[config.mk]
export PLATFORM = sky130hd
export DESIGN_NAME = dsle_bank
export DESIGN_NICKNAME = d
export VERILOG_FILES = /design/src/pkg/dsle_pkg.sv /design/src/pkg/dsle_upd_if.sv /design/src/rtl/dsle_ovl_timer.sv /design/src/rtl/dsle_bank.sv
export VERILOG_INCLUDE_DIRS = /design/src /design/src/pkg
export SDC_FILE = /design/constraint.sdc
export NUM_CORES = 1
export LEC_CHECK = 0
export BUFFER_PORTS_ARGS = -buffer_cell sky130_fd_sc_hd__buf_2
export CELL_PAD_IN_SITES_DETAIL_PLACEMENT = 1
export CELL_PAD_IN_SITES_GLOBAL_PLACEMENT = 1
export CORE_MARGIN = 3
export CORE_UTILIZATION = 37
export CTS_CLUSTER_SIZE = 40
export DETAILED_ROUTE_END_ITERATION = 10
export PLACE_DENSITY = 0.85
export SKIP_CTS_REPAIR_TIMING = 1
export SLEW_MARGIN = 20
export SYNTH_ARGS = -nofsm -noshare
export SYNTH_HDL_FRONTEND = slang
export SYNTH_SLANG_ARGS = --single-unit
[constraint.sdc]
create_clock -name sys_clk -period 1.75 [get_ports sys_clk]
set_clock_uncertainty 0.2 [all_clocks]
set_input_delay 0.35 -clock sys_clk [delete_from_list [all_inputs] [get_ports sys_clk]]
set_output_delay 0.35 -clock sys_clk [all_outputs]
set_load 0.05 [all_outputs]
[src/pkg/dsle_map.svh]
// register offsets, field positions, reset values and timing counts of the event and mask bank
`ifndef DSLE_MAP_SVH
`define DSLE_MAP_SVH

// =====================================================================
// register offsets
`define DSLE_ADDR_EVT        8'hC2
`define DSLE_ADDR_HWM        8'hD0
`define DSLE_ADDR_SWM        8'hD1

// =====================================================================
// reset values
`define DSLE_EVT_RESET       8'h04
`define DSLE_MASK_RESET      8'hFF

// =====================================================================
// event flag field positions
`define DSLE_BIT_OVERLAP     3
`define DSLE_BIT_RESET_EVT   2
`define DSLE_BIT_IFACE_ERR   1
`define DSLE_EVT_LIVE_MASK   8'h0E

// =====================================================================
// timing
`define DSLE_CLK_PERIOD_NS   40
`define DSLE_OVL_TIME_NS     640
`define DSLE_OVL_CYCLES      ((`DSLE_OVL_TIME_NS + `DSLE_CLK_PERIOD_NS - 1) / `DSLE_CLK_PERIOD_NS)

`endif

[src/pkg/dsle_pkg.sv]
// types and decode helper shared by the event and mask bank
package dsle_pkg;

  // =====================================================================
  // types
  typedef logic [7:0] dsle_byte_t;

  typedef enum logic [1:0]
  {
    DSLE_SEL_NONE = 2'b00,
    DSLE_SEL_EVT  = 2'b01,
    DSLE_SEL_HWM  = 2'b10,
    DSLE_SEL_SWM  = 2'b11
  } dsle_sel_t;

  // =====================================================================
  // address decode, used by write and read paths
  function automatic dsle_sel_t dsle_decode(input dsle_byte_t addr);
    dsle_sel_t sel;
    unique case (addr)
      8'hC2:   sel = DSLE_SEL_EVT;
      8'hD0:   sel = DSLE_SEL_HWM;
      8'hD1:   sel = DSLE_SEL_SWM;
      default: sel = DSLE_SEL_NONE;
    endcase
    return sel;
  endfunction : dsle_decode

endpackage : dsle_pkg

[src/pkg/dsle_upd_if.sv]
// carrier between the bank and its update overlap timer
`timescale 1ns/100ps
interface dsle_upd_if;
  logic upd_attempt;  // one-cycle channel update attempt
  logic overlap;      // attempt came inside the guard window

  modport bank
  (
    output upd_attempt,
    input  overlap
  );

  modport timer
  (
    input  upd_attempt,
    output overlap
  );
endinterface : dsle_upd_if

[src/rtl/dsle_ovl_timer.sv]
// guard window timer that flags channel updates arriving too soon
`timescale 1ns/100ps
`include "dsle_map.svh"
module dsle_ovl_timer
  import dsle_pkg::*;
#(
  parameter int OVL_CYCLES = `DSLE_OVL_CYCLES
)
(
  input  wire logic  sys_clk,
  input  wire logic  reset_n,
  dsle_upd_if.timer  upd
);

  localparam int CW = $clog2(OVL_CYCLES + 1);
  localparam logic [CW-1:0] LOAD = CW'(OVL_CYCLES - 1);

  // =====================================================================
  // elaboration check
  if (OVL_CYCLES < 2)
  begin : g_bad_window
    $error("dsle_ovl_timer: OVL_CYCLES must be at least 2");
  end

  logic [CW-1:0] win_cnt_reg;
  logic [CW-1:0] win_cnt_next;

  // =====================================================================
  // window counter: restarts on every attempt, counts down to idle
  always_comb
  begin
    win_cnt_next = win_cnt_reg;
    if (upd.upd_attempt)
    begin
      win_cnt_next = LOAD;
    end
    else if (win_cnt_reg != '0)
    begin
      win_cnt_next = win_cnt_reg - CW'(1);
    end
  end

  always_ff @(posedge sys_clk or negedge reset_n)
  begin
    if (!reset_n)
    begin
      win_cnt_reg <= '0;
    end
    else
    begin
      win_cnt_reg <= win_cnt_next;
    end
  end

  // attempt while the window is still open is an overlap
  assign upd.overlap = upd.upd_attempt && (win_cnt_reg != '0);
endmodule : dsle_ovl_timer

[src/rtl/dsle_bank.sv]
// event flags and hardware/software load enable masks of an eight-channel converter
`timescale 1ns/100ps
`include "dsle_map.svh"

module dsle_bank
  import dsle_pkg::*;
#(
  parameter int OVL_CYCLES = `DSLE_OVL_CYCLES
)
(
  input  wire logic       sys_clk,
  input  wire logic       reset_n,
  input  wire dsle_byte_t reg_addr,
  input  wire logic       reg_wr,
  input  wire logic       reg_rd,
  input  wire dsle_byte_t reg_wdata,
  output      dsle_byte_t reg_rdata,
  input  wire logic       upd_attempt,
  input  wire logic       iface_err_any,
  input  wire logic       reset_event,
  input  wire logic       load_strobe,
  input  wire dsle_byte_t sw_load_req,
  output      dsle_byte_t hw_load_go,
  output      dsle_byte_t sw_load_go
);

  // =====================================================================
  // elaboration check
  if (OVL_CYCLES < 2)
  begin : g_bad_window
    $error("dsle_bank: OVL_CYCLES must be at least 2");
  end

  dsle_byte_t evt_flags_reg;
  dsle_byte_t evt_flags_next;
  dsle_byte_t hw_load_enable_reg;
  dsle_byte_t hw_load_enable_next;
  dsle_byte_t sw_load_enable_reg;
  dsle_byte_t sw_load_enable_next;
  dsle_byte_t rdata_reg;
  dsle_byte_t rdata_next;
  dsle_byte_t hw_go_reg;
  dsle_byte_t hw_go_next;
  dsle_byte_t sw_go_reg;
  dsle_byte_t sw_go_next;
  dsle_sel_t  sel;

  dsle_upd_if upd ();

  // =====================================================================
  // update overlap timer
  assign upd.upd_attempt = upd_attempt;

  dsle_ovl_timer #(
    .OVL_CYCLES (OVL_CYCLES)
  ) u_ovl_timer (
    .sys_clk (sys_clk),
    .reset_n (reset_n),
    .upd     (upd.timer)
  );

  assign sel = dsle_decode(reg_addr);

  // =====================================================================
  // event flags: write-one clear first, then hardware sets win
  always_comb
  begin
    evt_flags_next = evt_flags_reg;
    if (reg_wr && (sel == DSLE_SEL_EVT))
    begin
      evt_flags_next = evt_flags_reg & ~(reg_wdata & `DSLE_EVT_LIVE_MASK);
    end
    if (upd.overlap)
    begin
      evt_flags_next[`DSLE_BIT_OVERLAP] = 1'b1;
    end
    if (reset_event)
    begin
      evt_flags_next[`DSLE_BIT_RESET_EVT] = 1'b1;
    end
    if (iface_err_any)
    begin
      evt_flags_next[`DSLE_BIT_IFACE_ERR] = 1'b1;
    end
    evt_flags_next = evt_flags_next & `DSLE_EVT_LIVE_MASK;
  end

  // =====================================================================
  // load enable masks: plain read/write
  always_comb
  begin
    hw_load_enable_next = hw_load_enable_reg;
    sw_load_enable_next = sw_load_enable_reg;
    if (reg_wr && (sel == DSLE_SEL_HWM))
    begin
      hw_load_enable_next = reg_wdata;
    end
    if (reg_wr && (sel == DSLE_SEL_SWM))
    begin
      sw_load_enable_next = reg_wdata;
    end
  end

  // =====================================================================
  // read data: captured on a read, held until the next one
  always_comb
  begin
    rdata_next = rdata_reg;
    if (reg_rd)
    begin
      unique case (sel)
        DSLE_SEL_EVT:  rdata_next = evt_flags_reg;
        DSLE_SEL_HWM:  rdata_next = hw_load_enable_reg;
        DSLE_SEL_SWM:  rdata_next = sw_load_enable_reg;
        DSLE_SEL_NONE: rdata_next = 8'h00;
      endcase
    end
  end

  // =====================================================================
  // per-channel load gating with the masks as they stand
  always_comb
  begin
    hw_go_next = load_strobe ? hw_load_enable_reg : 8'h00;
    sw_go_next = sw_load_req & sw_load_enable_reg;
  end

  // =====================================================================
  // registers
  always_ff @(posedge sys_clk or negedge reset_n)
  begin
    if (!reset_n)
    begin
      evt_flags_reg      <= `DSLE_EVT_RESET;   // reset event reads back set
      hw_load_enable_reg <= `DSLE_MASK_RESET;
      sw_load_enable_reg <= `DSLE_MASK_RESET;
      rdata_reg          <= 8'h00;
      hw_go_reg          <= 8'h00;
      sw_go_reg          <= 8'h00;
    end
    else
    begin
      evt_flags_reg      <= evt_flags_next;
      hw_load_enable_reg <= hw_load_enable_next;
      sw_load_enable_reg <= sw_load_enable_next;
      rdata_reg          <= rdata_next;
      hw_go_reg          <= hw_go_next;
      sw_go_reg          <= sw_go_next;
    end
  end

  assign reg_rdata  = rdata_reg;
  assign hw_load_go = hw_go_reg;
  assign sw_load_go = sw_go_reg;
endmodule : dsle_bank

* Word level (Yosys, flattened, before mapping)
Cells that the tools add are included. W data, S select, Z words.
Operators by class: $add $sub $neg 1, eq/ne operators 6, multiplexer cells 9, bitwise logic cells 3, reduce and logical (&&, ||, !) cells 10
Operators by type and width (count):
- $pmux W8 S4 | 1
- $eq A8 B8 Y1 const B | 3
- $mux W5 | 2
- $and A8 B8 Y8 | 1
- $mux W8 | 1
- $reduce_bool A2 Y1 | 4
- $pmux W2 S3 | 1
- $reduce_bool A5 Y1 | 1
- $sub A5 B1 Y5 const B | 1
- $and A4 B4 Y4 | 1
- $eq A2 B2 Y1 const B | 2
- $logic_and A1 B1 Y1 | 4
- $mux W4 | 1
- $not A4 Y4 | 1
- $mux W1 | 3
- $eq A2 B1 Y1 const B | 1
- $logic_not A2 Y1 | 1
Word-level totals: bits in registers 48, bits of input ports 32, output and inout bits 24

* Logic depth before layout (Yosys ltp)
word-level depth 6, mapped depth 5

* Cells and area by module
Synthesis repeated with hierarchy kept, for this count alone.
Unflattened totals: cell total of the unflattened synthesis 140, area total of the unflattened synthesis 1970.6 µm²
By module, submodules not included:
- dsle_bank | times used 1, cells each 117, area an instance 1714.1 µm², seq. area each 1097.3 µm²
- dsle_ovl_timer | times used 1, cells each 23, area an instance 256.5 µm², seq. area each 125.1 µm²

* Worst setup path before layout
OpenSTA, ideal clock, no wires.
path type input -> register, from input reg_addr[3], to register sw_load_enable_reg[0], arrival time 1.724 ns, data required time 1.468 ns, setup slack -0.256 ns, stages 3, path buffers 0, path through or4b_4 > nor4_4 > mux2_2
On the way: cells in the longest elaborated chain, start to end 4
Ends and longest elaborated chain:
- start, declared | RTL line dsle_bank.sv:13 | input wire dsle_byte_t reg_addr,
- $eq A8 B8 Y1 | RTL line dsle_pkg.sv:20 | unique case (addr)
- $pmux W2 S3 * | RTL line dsle_pkg.sv:20
- $eq A2 B2 Y1 * | RTL line dsle_bank.sv:98 | if (reg_wr && (sel == DSLE_SEL_SWM))
- $logic_and A1 B1 Y1 * | RTL line dsle_bank.sv:98
- end signal, assigned | RTL line dsle_bank.sv:136 | sw_load_enable_reg <= `DSLE_MASK_RESET;
- end signal, assigned | RTL line dsle_bank.sv:145 | sw_load_enable_reg <= sw_load_enable_next;
- end, declared | RTL line dsle_bank.sv:38 | dsle_byte_t sw_load_enable_reg;
Every way passes the cells marked *; elsewhere a longest branch is shown, timed or not. A chain may end at the register's enable or synchronous reset.

* Worst setup path after layout
from input reg_addr[3], to register sw_load_enable_reg[1]
The elaborated chain is that of the path after synthesis.

==> flow_summary.ini <==
[run_status]
status = finished with violations
violations = negative setup slack

[timing]
final.setup.tns_ns = -0.09090
period_needed_ns = 1.779
fin_ws_ns = -0.02950
grt_setup_unrepaired = yes
tightestPinTransition_ns = 0.4508
fmax_ghz = 0.5620
period_share_pct = 101.7
setup_viol = 7
slew_viol_final = 0
max-slew-margin-rel_pct = 69.53
final_hold_viol_count = 0

[final_layout]
fin_util_pct = 51.66
areaGrowthSynthToFinish_pct = 32.90
drive_above_1_share_pct = 52.59
mostFrequentLayoutCells = buf_2, dfrtp_1, dfstp_2, and2_1, buf_4
fin_nets = 265
antenna_cells = 0
final_common_cell = buf_2

[worst_hold_path]
hold_path_class = in2reg
hold_depth = 2

[synth]
synthCells = 154
syn_area_per_cell_um2 = 13.14
yosysSeqAreaShare_pct = 60.42
synth_seq_cells = 48
yosys_warnings = 0
syn_area_mm2 = 0.002023
ys_types = 30
synth_fp_nets = 188

[die]
io-pin-count = 56
core_area_mm2 = 0.005205
die_h_um = 79.95
start_util_pct = 38.87
dieArea_mm2 = 0.006391
rows = 26
die_w_um = 79.95

[critical_path]
cp_cell_sequence = buf_6, or4b_4, nor4_4, buf_4, mux2_2
cp_slowest_cell = or4b_4
startpoint_type = input pin
worstSetupEndpointType = flip-flop
critPathKind = in2reg
critical_path_depth = 5
cp_data_arrival_time_ns = 1.81
reg2reg_depth = 6
crit_required_ns = 1.78
cp_max_fo = 4
slowest_delay_ns = 0.58
crit_family = simple AND/OR/NAND/NOR gates
worst-path-buf-inv = 2

[detailed_routing]
drc = 0
wl_um = 5650
vias = 1494
via_per_inst = 4.947
drt_iter0_drc = 47
ant_nets = 0
first_pass_iters = 2
wl_per_cell_um = 18.71

[pwr]
power_per_cell_area_mw_per_mm2 = 770.1
ir_worst_vdd_v = 0.0003259
finalPower_mw = 2.071
p_leak_nw = 1.305

[clocking]
clk_pin_slew_ns = 0.09
cts_tree = done
clock_path_buffers = 2
clock_latency_ns = 0.30
cts_sinks = 48
ctsRootBufferMaster = clkbuf_8
h-tree-depth = 2
cts_buffers = 5

[placement]
place_ws_ns = -0.3826
dp_hpwl_um = 3892
portBuffers = 55
place_congestion = 0.7462

[global_routing]
grt_max_degree = 49
antenna_found_initial = 0
grt_overflow = 0
grt_pass1_vias = 1650
grt_pass1_wl_um = 8431
grt_use_total_pct = 17.54

[flow_run]
drv_cap = 0
## per-layer routing
metal | part of all wire (%) | track usage (%) | up-vias
met5 | 0 | 0 | -
met4 | 1.1 | 5.405 | 0
met3 | 3.6 | 4.063 | 6
met2 | 54 | 30.55 | 35
met1 | 41 | 21.40 | 763
li1 | - | - | 690
## cell families (layout without fill, tap and decap cells)
logic type	after synthesis	after routing	synth area share, %
flip-flops	48	48	60.42
AND/OR/NAND/NOR	41	41	14.97
multiplexers	23	23	12.43
buffers and inverters	20	98	3.772
AO/OA/AOI/OAI	19	19	6.740
adder cells (fa/ha/maj)	2	2	1.237
XOR/XNOR	1	1	0.4330
## path summary, 6_finish.rpt
check / from / to / slack, ns
worst max-delay path: reg_addr[3] / sw_load_enable_reg[1]$_DFFE_PN1P_ / -0.03
worst min-delay path: upd_attempt / u_ovl_timer.win_cnt_reg[4]$_DFFE_PN0P_ / 0.05
worst max register to register: u_ovl_timer.win_cnt_reg[0]$_DFFE_PN0P_ / u_ovl_timer.win_cnt_reg[0]$_DFFE_PN0P_ / 0.14
worst min register to register: reg_rdata[2]$_DFFE_PN0P_ / reg_rdata[2]$_DFFE_PN0P_ / 0.34
max in group asynchronous: reset_n / sw_load_enable_reg[3]$_DFFE_PN1P_ / 0.70
min in group asynchronous: reset_n / sw_load_go[2]$_DFF_PN0_ / 0.37
## stage by stage
step                cells  hold slack [ns]  instance area (µm²)
finish                302          0.05066                 2689
global route          302          0.03736                 2689
CTS                   301          -0.1667                 2609
detailed placement    293           0.1556                 2524
global placement      293           0.1534                 2524
floorplan             154          -0.1456                 2029
## Yosys cell counts, drive strengths merged
| cell type | instances | area share [%] |
|---|---|---|
| a211oi | 3 | 1.1 |
| a21oi | 2 | 0.49 |
| a31oi | 2 | 0.62 |
| and2 | 16 | 4.9 |
| and3b | 1 | 0.43 |
| buf | 1 | 0.25 |
| clkbuf | 3 | 0.56 |
| dfrtp | 31 | 38 |
| dfstp | 17 | 22 |
| ha | 2 | 1.2 |
| inv | 16 | 3.0 |
| mux2 | 17 | 9.5 |
| mux2i | 6 | 3.0 |
| nand2 | 4 | 0.74 |
| nand2b | 2 | 0.62 |
| nor2 | 4 | 0.74 |
| nor3b | 1 | 0.37 |
| nor4 | 3 | 2.4 |
| nor4b | 1 | 0.43 |
| nor4bb | 6 | 3.0 |
| o21bai | 1 | 0.37 |
| o22ai | 4 | 1.2 |
| o31ai | 2 | 0.74 |
| o32ai | 5 | 2.2 |
| or2 | 1 | 0.31 |
| or3 | 1 | 0.31 |
| or4b | 1 | 0.68 |
| xnor2 | 1 | 0.43 |
## report_power, final
group	internal (mW)	switching, mW
Combinational	0.103	0.144
Clock	0.280	0.366
Sequential	1.16	0.0219
## area by class of cell
class	instances	area [µm²]
fillers	596	2516
flip-flops and latches	48	1222
multi-input cells	86	784.5
repair buffers	74	449.2
well taps	70	87.58
clock buffers	6	72.57
inverters	16	60.06
clock inverters	2	12.51
Power figures use the tool's default switching activity.
